File: config.mk
export PLATFORM = sky130hd
export DESIGN_NAME = rtc_periodic_timer
export DESIGN_NICKNAME = d
export VERILOG_FILES = /design/src/hw/rtc_pkg.sv /design/src/hw/rtc_periodic_timer.sv
export SDC_FILE = /design/constraint.sdc
export NUM_CORES = 1
export LEC_CHECK = 0
export BUFFER_PORTS_ARGS = -buffer_cell sky130_fd_sc_hd__buf_2
export CORE_MARGIN = 5
export CORE_UTILIZATION = 30
export DETAILED_ROUTE_END_ITERATION = 10
export MAX_ROUTING_LAYER = met4
export PLACE_DENSITY = 0.45
export SYNTH_ARGS = -nofsm -noshare
export SYNTH_HDL_FRONTEND = slang
export SYNTH_SLANG_ARGS = --single-unit
File: constraint.sdc
create_clock -name clk -period 7.7 [get_ports clk]
set_clock_uncertainty 0.05 [all_clocks]
set_input_delay 0.385 -clock clk [delete_from_list [all_inputs] [get_ports clk]]
set_output_delay 0.385 -clock clk [all_outputs]
set_load 0.02 [all_outputs]
File: src/hw/rtc_pkg.sv
// constants and codes shared by the real-time counter and periodic timer
// *****************************************************************
// Operation
// - debug halt stops counter and timer unless enabled
// - sign zero makes prescaler count slower
// - sign one counts faster; needs divide-by-two
// - insert error clocks per million RTC cycles
// - two-bit field selects RTC clock source
// - 16-bit values as low, then high byte
// - count, period writes apply after two ticks
// - period code sets timer interval, doubling
// - periodic timer runs only while enabled
// - timer busy while control write synchronises
// - timer interrupt forwarded only when enabled
// - timer flag set per period, one clears
// - compare and overflow flags set, one clears
// - prescaler power-of-two divide; correction needs enable
// *****************************************************************
package rtc_pkg;

	// register offsets (byte addresses)
	localparam logic [7:0] OFS_CTRL      = 8'h00;
	localparam logic [7:0] OFS_STATUS    = 8'h01;
	localparam logic [7:0] OFS_INT_EN    = 8'h02;
	localparam logic [7:0] OFS_INT_FLAG  = 8'h03;
	localparam logic [7:0] OFS_DBG       = 8'h05;
	localparam logic [7:0] OFS_CRYSTAL_ERROR_CALIBRATION     = 8'h06;
	localparam logic [7:0] OFS_SRC       = 8'h07;
	localparam logic [7:0] OFS_CNT       = 8'h08;
	localparam logic [7:0] OFS_PER       = 8'h0a;
	localparam logic [7:0] OFS_CMP       = 8'h0c;
	localparam logic [7:0] OFS_PIT_CTRL  = 8'h10;
	localparam logic [7:0] OFS_PIT_STAT  = 8'h11;
	localparam logic [7:0] OFS_PIT_IEN   = 8'h12;
	localparam logic [7:0] OFS_PIT_FLAG  = 8'h13;
	localparam logic [7:0] OFS_PIT_DBG   = 8'h15;
	localparam logic [7:0] OFS_HIGH_BYTE = 8'h01;

	// field positions
	localparam int CTRL_EN_BIT    = 0;
	localparam int CTRL_CORR_BIT  = 2;
	localparam int CTRL_DIV_LSB   = 3;
	localparam int CRYSTAL_ERROR_CALIBRATION_SIGN_BIT = 7;
	localparam int PIT_CODE_LSB   = 3;
	localparam int STAT_CNT_BIT   = 1;
	localparam int STAT_PER_BIT   = 2;
	localparam int FLAG_OVF_BIT   = 0;
	localparam int FLAG_CMP_BIT   = 1;

	// writable bits and values after reset
	localparam logic [7:0]  CTRL_MASK     = 8'h7d;
	localparam logic [7:0]  PIT_CTRL_MASK = 8'h79;
	localparam logic [7:0]  REG8_RESET    = 8'h00;
	localparam logic [15:0] CNT_RESET     = 16'h0000;
	localparam logic [15:0] PER_RESET     = 16'hffff;
	localparam logic [15:0] CMP_RESET     = 16'h0000;

	// cycle counts, in RTC ticks and internal oscillator edges
	localparam logic [1:0]  SYNC_LAST  = 2'h1;       // two ticks of latency
	localparam logic [19:0] PPM_LAST   = 20'hf423f;  // 1000000 - 1
	localparam logic [3:0]  KHZ_TOGGLE = 4'hf;       // 32 edges per period

	// periodic timer codes without an interval
	localparam logic [3:0] PIT_CODE_OFF  = 4'h0;
	localparam logic [3:0] PIT_CODE_RSVD = 4'hf;

	// RTC clock source codes
	typedef enum logic [1:0] {
		SRC_INTERNAL = 2'h0,
		SRC_KHZ_TAP  = 2'h1,
		SRC_CRYSTAL  = 2'h2,
		SRC_EXTERNAL = 2'h3
	} src_sel_t;

endpackage

File: src/hw/rtc_periodic_timer.sv
// real-time counter with prescaler, correction and periodic timer
//
// The address-and-strobe port was left to the implementer.
`timescale 1ns/100ps
module rtc_periodic_timer
	import rtc_pkg::*;
(
	// clock and reset
	input  wire logic       clk,
	input  wire logic       srst,
	// register port
	input  wire logic [7:0] addr,
	input  wire logic [7:0] wdata,
	input  wire logic       wr,
	input  wire logic       rd,
	output logic      [7:0] rdata,
	// RTC clock sources, asynchronous
	input  wire logic       internal_slow_oscillator,
	input  wire logic       crystal_input_pin,
	input  wire logic       external_clock_pin,
	// processor halted by debugger
	input  wire logic       debug_halted,
	// interrupt request, level
	output logic            irq
);

	// *****************************************************************
	// state
	// *****************************************************************

	// every flip-flop of the block
	typedef struct packed {
		logic [2:0]  src_s1;      // first sync stage
		logic [2:0]  src_s2;      // second sync stage
		logic        osc_prev;    // internal oscillator edge memory
		logic [3:0]  khz_div;     // divider for the kilohertz tap
		logic        khz_lvl;     // kilohertz tap level
		logic        sel_prev;    // selected source edge memory
		logic [7:0]  ctrl;        // enable, correction, prescaler
		logic [1:0]  int_en;      // compare and overflow enables
		logic [1:0]  flags;       // compare and overflow flags
		logic        dbg_run;     // counter runs while halted
		logic [7:0]  crystal_error_calibration;       // sign and error magnitude
		logic [1:0]  src;         // clock source select
		logic [15:0] cnt;         // live count
		logic [15:0] cnt_shadow;  // count waiting for sync
		logic [15:0] per;         // live period
		logic [15:0] per_shadow;  // period waiting for sync
		logic [15:0] cmp;         // compare value
		logic        cnt_busy;    // count sync pending
		logic        per_busy;    // period sync pending
		logic        pit_busy;    // timer control sync pending
		logic [1:0]  cnt_sync;    // ticks seen by count sync
		logic [1:0]  per_sync;    // ticks seen by period sync
		logic [1:0]  pit_sync;    // ticks seen by timer sync
		logic [7:0]  pit_ctrl;    // timer control as written
		logic [7:0]  pit_live;    // timer control in effect
		logic        pit_ien;     // timer interrupt enable
		logic        pit_flag;    // timer interrupt flag
		logic        pit_dbg;     // timer runs while halted
		logic [14:0] presc;       // prescaler
		logic [14:0] pit_cnt;     // timer tick counter
		logic [19:0] ppm_cnt;     // million-tick interval
		logic [6:0]  corr_left;   // corrections left this interval
		logic [7:0]  rdata;       // read answer
	} state_t;

	state_t st_reg;   // registered state
	state_t st_next;  // next state

	// *****************************************************************
	// decode helpers
	// *****************************************************************

	// one byte of a 16-bit value
	function automatic logic [7:0] byte_of(input logic [15:0] v,
		input logic hi);
		byte_of = hi ? v[15:8] : v[7:0];
	endfunction

	// merge a written byte into a 16-bit value
	function automatic logic [15:0] put_byte(input logic [15:0] v,
		input logic hi, input logic [7:0] b);
		put_byte = hi ? {b, v[7:0]} : {v[15:8], b};
	endfunction

	// low-ones mask for prescaler divide code
	function automatic logic [15:0] div_mask(input logic [3:0] d);
		div_mask = (16'h0001 << d) - 16'h0001;
	endfunction

	// low-ones mask for timer period code; code 1 gives four ticks
	function automatic logic [14:0] pit_mask(input logic [3:0] c);
		logic [15:0] m;
		m = (16'h0002 << c) - 16'h0001;
		pit_mask = m[14:0];
	endfunction

	// *****************************************************************
	// RTC tick from the selected source
	// *****************************************************************

	logic        osc_rise;  // internal oscillator rising edge
	logic        sel_lvl;   // level of the selected source
	logic        tick;      // one RTC clock cycle
	logic        cnt_run;   // counter advances
	logic        pit_run;   // timer advances
	logic [3:0]  div_code;  // prescaler code
	logic [3:0]  pit_code;  // timer period code
	logic        corr_act;  // a correction is due this tick
	logic        corr_neg;  // correction makes prescaler faster
	logic [1:0]  inc;       // prescaler step
	logic [15:0] dmask;     // prescaler mask
	logic [15:0] presc_sum; // prescaler plus step
	logic        cnt_evt;   // prescaler period ends
	logic        pit_evt;   // timer period ends
	logic        hi_sel;    // access to the high byte
	logic [7:0]  base;      // address with high-byte bit cleared

	// only second-stage copies are looked at
	assign osc_rise = st_reg.src_s2[0] & ~st_reg.osc_prev;

	// source multiplexer; a switch may add one stray tick
	always_comb
	begin
		case (src_sel_t'(st_reg.src))
			SRC_INTERNAL: sel_lvl = st_reg.src_s2[0];
			SRC_KHZ_TAP:  sel_lvl = st_reg.khz_lvl;
			SRC_CRYSTAL:  sel_lvl = st_reg.src_s2[1];
			SRC_EXTERNAL: sel_lvl = st_reg.src_s2[2];
			default:      sel_lvl = 1'b0;
		endcase
	end

	assign tick = sel_lvl & ~st_reg.sel_prev;

	// halted processor freezes unless run bit set
	assign cnt_run = st_reg.ctrl[CTRL_EN_BIT]
		& ~(debug_halted & ~st_reg.dbg_run);
	assign pit_run = st_reg.pit_live[0]
		& ~(debug_halted & ~st_reg.pit_dbg);

	// *****************************************************************
	// prescaler, correction and period events
	// *****************************************************************

	assign div_code = st_reg.ctrl[CTRL_DIV_LSB +: 4];
	assign pit_code = st_reg.pit_live[PIT_CODE_LSB +: 4];
	assign corr_act = st_reg.ctrl[CTRL_CORR_BIT]
		& (st_reg.corr_left != 7'h00);
	assign corr_neg = st_reg.crystal_error_calibration[CRYSTAL_ERROR_CALIBRATION_SIGN_BIT];

	// skip a step to slow down, double a step to speed up
	always_comb
	begin
		if (!corr_act)
			inc = 2'h1;
		else if (corr_neg)
			inc = 2'h2;
		else
			inc = 2'h0;
	end

	assign dmask     = div_mask(div_code);
	assign presc_sum = {1'b0, st_reg.presc} + {14'h0000, inc};
	assign cnt_evt   = tick & cnt_run
		& ((({1'b0, st_reg.presc} & dmask) + {14'h0000, inc}) > dmask);

	// off and reserved codes never fire
	assign pit_evt = tick & pit_run
		& (pit_code != PIT_CODE_OFF) & (pit_code != PIT_CODE_RSVD)
		& ((st_reg.pit_cnt & pit_mask(pit_code))
		== pit_mask(pit_code));

	assign hi_sel = addr[0];
	assign base   = addr & ~OFS_HIGH_BYTE;

	// *****************************************************************
	// next-state logic
	// *****************************************************************

	// one pass over sources, counter, timer and register port
	always_comb
	begin
		logic [1:0]  fl_set;
		logic [1:0]  fl_clr;
		logic        pit_set;
		logic        pit_clr;
		logic [15:0] nxt_cnt;
		fl_set  = 2'h0;
		fl_clr  = 2'h0;
		pit_set = 1'b0;
		pit_clr = 1'b0;
		nxt_cnt = st_reg.cnt;
		st_next = st_reg;
		st_next.rdata = 8'h00;

		// two-stage synchronisers and edge memories
		st_next.src_s1 = {external_clock_pin, crystal_input_pin,
			internal_slow_oscillator};
		st_next.src_s2   = st_reg.src_s1;
		st_next.osc_prev = st_reg.src_s2[0];
		st_next.sel_prev = sel_lvl;

		// kilohertz tap: oscillator divided by 32
		if (osc_rise)
		begin
			st_next.khz_div = st_reg.khz_div + 4'h1;
			if (st_reg.khz_div == KHZ_TOGGLE)
				st_next.khz_lvl = ~st_reg.khz_lvl;
		end

		// pending writes land on the second tick after the write
		if (tick)
		begin
			if (st_reg.cnt_busy)
			begin
				st_next.cnt_sync = st_reg.cnt_sync + 2'h1;
				if (st_reg.cnt_sync == SYNC_LAST)
					st_next.cnt_busy = 1'b0;
			end
			if (st_reg.per_busy)
			begin
				st_next.per_sync = st_reg.per_sync + 2'h1;
				if (st_reg.per_sync == SYNC_LAST)
				begin
					st_next.per      = st_reg.per_shadow;
					st_next.per_busy = 1'b0;
				end
			end
			if (st_reg.pit_busy)
			begin
				st_next.pit_sync = st_reg.pit_sync + 2'h1;
				if (st_reg.pit_sync == SYNC_LAST)
				begin
					st_next.pit_live = st_reg.pit_ctrl;
					st_next.pit_cnt  = 15'h0000;
					st_next.pit_busy = 1'b0;
				end
			end
		end

		// prescaler and correction interval
		if (tick && cnt_run)
		begin
			st_next.presc = presc_sum[14:0];
			if (corr_act)
				st_next.corr_left = st_reg.corr_left - 7'h01;
			if (st_reg.ppm_cnt == PPM_LAST)
			begin
				st_next.ppm_cnt   = 20'h00000;
				st_next.corr_left = st_reg.crystal_error_calibration[6:0];
			end
			else
				st_next.ppm_cnt = st_reg.ppm_cnt + 20'h00001;
		end

		// count with wrap at period and compare match
		if (cnt_evt)
		begin
			if (st_reg.cnt == st_reg.per)
			begin
				nxt_cnt = 16'h0000;
				fl_set[FLAG_OVF_BIT] = 1'b1;
			end
			else
				nxt_cnt = st_reg.cnt + 16'h0001;
			if (nxt_cnt == st_reg.cmp)
				fl_set[FLAG_CMP_BIT] = 1'b1;
		end
		// a synchronised count write wins over counting
		if (tick && st_reg.cnt_busy && st_reg.cnt_sync == SYNC_LAST)
			nxt_cnt = st_reg.cnt_shadow;
		st_next.cnt = nxt_cnt;

		// periodic timer; a landing control write restarts the count
		if (tick && pit_run
			&& !(st_reg.pit_busy && st_reg.pit_sync == SYNC_LAST))
			st_next.pit_cnt = st_reg.pit_cnt + 15'h0001;
		pit_set = pit_evt;

		// register writes
		if (wr)
		begin
			case (base)
				OFS_CTRL:
					if (!hi_sel)
						st_next.ctrl = wdata & CTRL_MASK;
				// flags sit one byte above the enables, on one base
				OFS_INT_EN:
					if (!hi_sel)
						st_next.int_en = wdata[1:0];
					else
						fl_clr = wdata[1:0];
				// odd offset: base has the high-byte bit cleared
				OFS_DBG & ~OFS_HIGH_BYTE:
					if (hi_sel)
						st_next.dbg_run = wdata[0];
				OFS_CRYSTAL_ERROR_CALIBRATION:
					if (!hi_sel)
						st_next.crystal_error_calibration = wdata;
					else
						st_next.src = wdata[1:0];
				OFS_CNT:
				begin
					st_next.cnt_shadow = put_byte(st_reg.cnt_busy ?
						st_reg.cnt_shadow : st_reg.cnt, hi_sel, wdata);
					st_next.cnt_busy = 1'b1;
					st_next.cnt_sync = 2'h0;
				end
				OFS_PER:
				begin
					st_next.per_shadow = put_byte(st_reg.per_busy ?
						st_reg.per_shadow : st_reg.per, hi_sel, wdata);
					st_next.per_busy = 1'b1;
					st_next.per_sync = 2'h0;
				end
				OFS_CMP:
					st_next.cmp = put_byte(st_reg.cmp, hi_sel, wdata);
				OFS_PIT_CTRL:
					if (!hi_sel)
					begin
						st_next.pit_ctrl = wdata & PIT_CTRL_MASK;
						st_next.pit_busy = 1'b1;
						st_next.pit_sync = 2'h0;
					end
				OFS_PIT_IEN:
					if (!hi_sel)
						st_next.pit_ien = wdata[0];
					else
						pit_clr = wdata[0];
				OFS_PIT_DBG & ~OFS_HIGH_BYTE:
					if (hi_sel)
						st_next.pit_dbg = wdata[0];
				default:
					st_next.rdata = 8'h00;  // unmapped write ignored
			endcase
		end

		// sticky flags: a set in the clearing cycle survives
		st_next.flags    = (st_reg.flags & ~fl_clr) | fl_set;
		st_next.pit_flag = (st_reg.pit_flag & ~pit_clr) | pit_set;

		// read answer, valid in the next cycle only
		if (rd)
		begin
			case (base)
				OFS_CTRL:
					st_next.rdata = hi_sel ? {5'h00, st_reg.per_busy,
						st_reg.cnt_busy, 1'b0} : st_reg.ctrl;
				OFS_INT_EN:
					st_next.rdata = hi_sel ? {6'h00, st_reg.flags}
						: {6'h00, st_reg.int_en};
				OFS_DBG & ~OFS_HIGH_BYTE:
					st_next.rdata = hi_sel ? {7'h00, st_reg.dbg_run}
						: 8'h00;
				OFS_CRYSTAL_ERROR_CALIBRATION:
					st_next.rdata = hi_sel ? {6'h00, st_reg.src}
						: st_reg.crystal_error_calibration;
				OFS_CNT:
					st_next.rdata = byte_of(st_reg.cnt, hi_sel);
				OFS_PER:
					st_next.rdata = byte_of(st_reg.per, hi_sel);
				OFS_CMP:
					st_next.rdata = byte_of(st_reg.cmp, hi_sel);
				OFS_PIT_CTRL:
					st_next.rdata = hi_sel ? {7'h00, st_reg.pit_busy}
						: st_reg.pit_ctrl;
				OFS_PIT_IEN:
					st_next.rdata = hi_sel ? {7'h00, st_reg.pit_flag}
						: {7'h00, st_reg.pit_ien};
				OFS_PIT_DBG & ~OFS_HIGH_BYTE:
					st_next.rdata = hi_sel ? {7'h00, st_reg.pit_dbg}
						: 8'h00;
				default:
					st_next.rdata = 8'h00;
			endcase
		end
	end

	// *****************************************************************
	// state register
	// *****************************************************************

	// synchronous reset to documented values
	always_ff @(posedge clk)
	begin
		if (srst)
		begin
			st_reg            <= '0;
			st_reg.ctrl       <= REG8_RESET;
			st_reg.crystal_error_calibration      <= REG8_RESET;
			st_reg.pit_ctrl   <= REG8_RESET;
			st_reg.pit_live   <= REG8_RESET;
			st_reg.cnt        <= CNT_RESET;
			st_reg.cnt_shadow <= CNT_RESET;
			st_reg.per        <= PER_RESET;
			st_reg.per_shadow <= PER_RESET;
			st_reg.cmp        <= CMP_RESET;
		end
		else
			st_reg <= st_next;
	end

	// outputs
	assign rdata = st_reg.rdata;
	assign irq   = (|(st_reg.flags & st_reg.int_en))
		| (st_reg.pit_flag & st_reg.pit_ien);
endmodule

==> impl_metrics.toml, run 1 <==
[timing]
period_share = 0.854
fmax_mhz = 152
tns_ns = 0
grt_setup_unrepaired = "no"
max_slew.worst_pin.slew_ns = 1.17
hold_viol = 0
finalSetupViolCount = 0
fin_crit_ns = 6.58
slew_viol_final = 0
worst_slack_ns = 1.12
slew_headroom = 0.214

[global_routing]
grt_pass1_wl_um = 53800
met2_usage = 0.266
grt-ovfl-total = 0
top_usage_layer = "met2"
grt_util_all_layers = 0.163
grt_max_degree = 111
antenna_found_initial = 0
grtUsageMet3 = 0.0198
gr-usage-met1 = 0.215
grt_pass1_vias = 9365

[die]
rows = 70
design.core.area_sq_um = 36700
ioPinCount = 33
dieArea_sq_um = 41300
die_h_um = 203
start_util = 0.305
die_w_um = 203

[synthesis]
yosys-top-cells-count = "dfxtp_1, nor2_1, nand2_1, clkbuf_1, a21oi_1"
yosys.cell_types.count = 75
yosysMostFrequentCell = "dfxtp_1"
yosysTopAreaCell = "dfxtp_1"
synth_edf_count = 0
synth_nets = 1450
synth_top_area_share = 0.360
ys.flop_type = "dfxtp_1"
async_reset_ff_frac = 0
synth_area_leaders = "dfxtp_1, nor2_1, nand2_1"
synth-seq-cells = 201
ys_warn_count = 0
syn_avg_cell_area_sq_um = 8.03
synth_area_sq_um = 11200
syn_inst = 1394
ys_seq_area_frac = 0.360

[worst_setup_path]
slowest_delay_ns = 0.64
worstPathArrival_ns = 6.93
worst-path-max-fanout = 16
r2r_setup_slack_ns = 1.12
r2r_cells = 18
critical_path.cell_chain = "or2_1, or3_1, ha_1, or4_1, a21boi_2, o2111ai_2, or4b_4, or2_4, or4_4, nor4_2, ha_1, nand4_1, nor2_1, a221o_1, o31ai_4, nor2_1, a221oi_1, nor3_1"
cp-end-kind = "flop"
cp-start-kind = "flop"
slowest_stage = "o31ai_4"
critPathKind = "flop to flop"
cp.required_ns = 8.05
r2r-start = "div_code[1]$_SDFFE_PP0P_"
crit_start = "div_code[1]$_SDFFE_PP0P_"

[hold_path]
min_path_cells = 2
hold_class = "primary input to flop"
min_from = "wr"

[clocking]
cts_buffers = 26
cts_tree = "done"
clock-sinks = 201
h-tree-depth = 1
clk_latency_ns = 0.55
clk_path_buf_depth = 3
clockRootBuffer = "clkbuf_16"
clkTransAtPathRegs_ns = 0.06

[flow_run]
drv_cap = 0

[pwr]
p_total_w = 0.00238
ir_worst_vdd_mv = 0.163
power_density_nw_per_um2 = 189
leakage_nw = 4.56

[drt]
ant_nets = 0
vias = 9742
first_pass_iters = 5
wl_per_cell_um = 18.0
vias_per_cell = 5.25
drt-initial-drc-count = 552
drc_errors = 0
finalWirelength_um = 33300

[placed_design]
io_buffer_count = 32
post-place-ws_ns = 1.14
dp_hpwl_um = 23000
globalplace.congestion = 0.870

[layout]
post-route-util = 0.343
largest_reg_flops = 180
synthToLayoutAreaGrowth_pct = 12.6
layout-drive-gt1-share = 0.0786
final_nets = 1424

[run_status]
outcome = "finished clean"
-- metal layers --
metal	wire length (um)	vias to the layer above
met2	15800	130
met3	1100	47
met4	735	0
met1	15700	4673
met5	0	-
li1	-	4892
-- final timing paths --
| path | end |
|---|---|
| worst max-delay path | st_reg[160]$_SDFFE_PP0P_ |
| worst min-delay path | st_reg[89]$_SDFF_PP0_ |
| worst max register to register | st_reg[160]$_SDFFE_PP0P_ |
| worst min register to register | st_reg[205]$_SDFF_PP0_ |
-- cells by family (layout without fill, tap and decap cells) --
kind of cell	after synthesis	count (layout)	share of synthesized area
and+or+nand+nor	608	608	0.263
DFF	201	201	0.360
other	1	2	0.000335
AOI/OAI and AO/OA	272	272	0.166
adders and majority gates	32	32	0.0371
buffers and inverters	127	120	0.0453
muxes	56	56	0.0514
xor gates and xnor gates	97	97	0.0772
-- metrics by stage --
step	hold WS [ns]	cell area, sq um	std cells
5_1_grt	0.162	12600	1855
4_1_cts	0.130	12600	1855
3_5_place_dp	0.384	11700	1805
2_1_floorplan	0.364	11200	1394
3_3_place_gp	0.377	11700	1805
6_report	0.158	12600	1856
-- critical path, delay by kind of cell, from the launching register on --
kind            cells  cell delay [ns]
flops               1             0.46
simple gates       11             3.56
fa+ha+maj           2             0.68
compound gates      5             1.69
-- cell type report --
type	count	area (sq um)
antenna	1	2.50
clock buffer	32	713
clock inverter	15	189
fill	3816	24100
inverter	24	90.1
multi-input combinational	1066	6690
sequential	201	4020
tap	468	586
timing repair buffer	49	310
-- layout by cell type (no fill, tap or decap), drive strengths merged, types with 11 or more instances in the layout --
| cell type | synthesis | layout |
|---|---|---|
| mux2i | 53 | 53 |
| nor2 | 193 | 193 |
| a21oi | 88 | 88 |
| a211o | 17 | 17 |
| dfxtp | 201 | 201 |
| buf | 9 | 46 |
| nand4 | 24 | 24 |
| a21o | 11 | 11 |
| nor3 | 29 | 29 |
| and3 | 12 | 12 |
| a211oi | 36 | 36 |
| nand2b | 16 | 16 |
| clkbuf | 94 | 32 |
| xor2 | 63 | 63 |
| a221oi | 13 | 13 |
| nand2 | 152 | 152 |
| nor4 | 17 | 17 |
| nand3 | 60 | 60 |
| inv | 24 | 24 |
| xnor2 | 33 | 33 |
| and4 | 11 | 11 |
| nand3b | 21 | 21 |
| ha | 30 | 30 |
| nor2b | 27 | 27 |
| o21ai | 35 | 35 |
-- power breakdown --
group | leakage, nW | switching [W] | total (W) | internal (W)
clock | 0.434 | 0.000491 | 0.00125 | 0.000762
combinational | 2.50 | 0.0000591 | 0.0000849 | 0.0000258
sequential | 1.62 | 0.00000173 | 0.00105 | 0.00104
total | 4.56 | 0.000552 | 0.00238 | 0.00183
-- repair_timing --
action / 4_1_cts / 5_1_grt
gates resized for setup: 0 / 0
hold endpoints to repair: 3 / 0
buffers inserted: 0 / 0
hold buffers: 3 / 0
Power figures use the tool's default switching activity.
==> inputs of run 2 (changes only) <==
CELL_PAD_IN_SITES_DETAIL_PLACEMENT = 1   (was not set)
CELL_PAD_IN_SITES_GLOBAL_PLACEMENT = 2   (was not set)
CORE_UTILIZATION = 38   (was 30)
PLACE_DENSITY = 0.81   (was 0.45)
SKIP_CTS_REPAIR_TIMING = 1   (was not set)
==> impl_metrics.toml, run 2 (same netlist as run 1, synthesis figures left out) <==
[layout]
diodes = 0
multi_input_area_sq_um = 6680
synthToLayoutAreaGrowth_pct = 11.6
fillers = 3440
largest_reg_flops = 180
seqCellArea_sq_um = 4020
layout_commonest_cell = "dfxtp_1"
fin_cells = 1771
most-common-layout-cells = "dfxtp_1, nor2_1, nand2_1"
final_nets = 1424
layout-drive-gt1-share = 0.0779

[drt]
wl_per_cell_um = 19.6
route.met3.wl_um = 1510
vias = 10100
finalWirelength_um = 34700
first_pass_iters = 5
drc_errors = 0
drt-initial-drc-count = 672
ant_nets = 0
vias_per_cell = 5.68
routed.top_layer = "met4"
wl_met2_um = 15600
wl_met1_um = 17000

[worst_setup_path]
cp.required_ns = 8.09
worstPathArrival_ns = 7.01
critPathKind = "flop to flop"
r2r_cells = 18
cp-start-kind = "flop"
worst-path-max-fanout = 16
cp-end-kind = "flop"

[pwr]
ir_worst_vdd_mv = 0.137
power_density_nw_per_um2 = 195
leakage_nw = 4.56
p_total_w = 0.00243

[timing]
fin_crit_ns = 6.61
period_share = 0.859
grt_setup_unrepaired = "no"
slew_viol_final = 0
slew_headroom = 0.197
finalSetupViolCount = 0
tns_ns = 0
holdWs_ns = 0.00354
hold_viol = 0
worst_slack_ns = 1.09
fmax_mhz = 151
max_slew.worst_pin.slew_ns = 1.20

[placed_design]
post-place-ws_ns = 1.18
globalplace.congestion = 0.837
dp_hpwl_um = 24600
dp_cells = 1724
io_buffer_count = 32

[die]
ioPinCount = 33
die_h_um = 182
start_util = 0.388
rows = 62
die_w_um = 182
design.core.area_sq_um = 28900
dieArea_sq_um = 33000

[hold_path]
hold_class = "primary input to flop"
min_path_cells = 2

[clocking]
h-tree-depth = 1
clkTransAtPathRegs_ns = 0.06
cts_tree = "done"
cts_buffers = 25
clk_path_buf_depth = 3
clockRootBuffer = "clkbuf_16"
clk_latency_ns = 0.54
clock-sinks = 201

[global_routing]
grt_pass1_vias = 10100
grt_max_degree = 64
grt_pass1_wl_um = 56100
grt_util_all_layers = 0.211
antenna_found_initial = 0
grt-ovfl-total = 0

[run_status]
outcome = "finished clean"

[flow_run]
drv_cap = 0
==> run 2: changes by cell type in the layout (fill, tap and decap cells not counted), moves of 2 or more <==
| cell | previous run | this run |
|---|---|---|
| dlygate4sd3_1 | 3 | 1 |
| clkinv_2 | 6 | 4 |
| buf_4 | 14 | 18 |
| bufinv_16 | 3 | 5 |
==> run 2: path summary, 6_finish.rpt <==
path,startpoint,slack (ns),endpoint
max,div_code[1]$_SDFFE_PP0P_,1.09,st_reg[170]$_SDFFE_PP0P_
min,crystal_input_pin,0.004,st_next[204]$_SDFF_PP0_
max reg2reg,div_code[1]$_SDFFE_PP0P_,1.09,st_reg[170]$_SDFFE_PP0P_
min reg2reg,st_next[205]$_SDFF_PP0_,0.40,st_reg[205]$_SDFF_PP0_
==> run 2: per-layer routing <==
layer  vias up  GRT usage
met3        38     0.0288
met5         -          -
met2       197      0.331
met1      4927      0.293
li1       4893          -
met4         0     0.0402
==> run 2: power breakdown <==
group / internal (W) / leakage, nW / switching [W] / total, W
Clock: 0.000806 / 0.437 / 0.000491 / 0.00130
Combinational: 0.0000251 / 2.50 / 0.0000617 / 0.0000868
Sequential: 0.00104 / 1.62 / 0.00000188 / 0.00105
==> run 2: cell type report <==
class | instances | area share
clock inverters | 14 | 0.0176
well taps | 384 | 0.0385
inverters | 24 | 0.00722
multi-input cells | 1066 | 0.535
clock buffers | 32 | 0.0554
repair buffers | 50 | 0.0241
flip-flops and latches | 201 | 0.322
==> run 2: stage by stage <==
step	area (sq um)	utilization
floorplan	11200	-
global placement	11600	0.401
detailed placement	11600	0.401
CTS	12500	0.432
global route	12500	0.433
finish	12500	0.433
==> run 2: worst max-delay path: stages, from the launching register on <==
cell	delay, ns
dfxtp_1	0.47
or2_1	0.38
or3_1	0.39
ha_1	0.40
or4_1	0.49
a21boi_2	0.19
o2111ai_2	0.17
or4b_4	0.60
or2_4	0.28
or4_4	0.54
xor2_1	0.18
ha_1	0.32
nand4_1	0.13
nor4_1	0.37
a21boi_0	0.40
o31ai_4	0.11
nor2_1	0.58
a22oi_1	0.20
a211oi_1	0.27
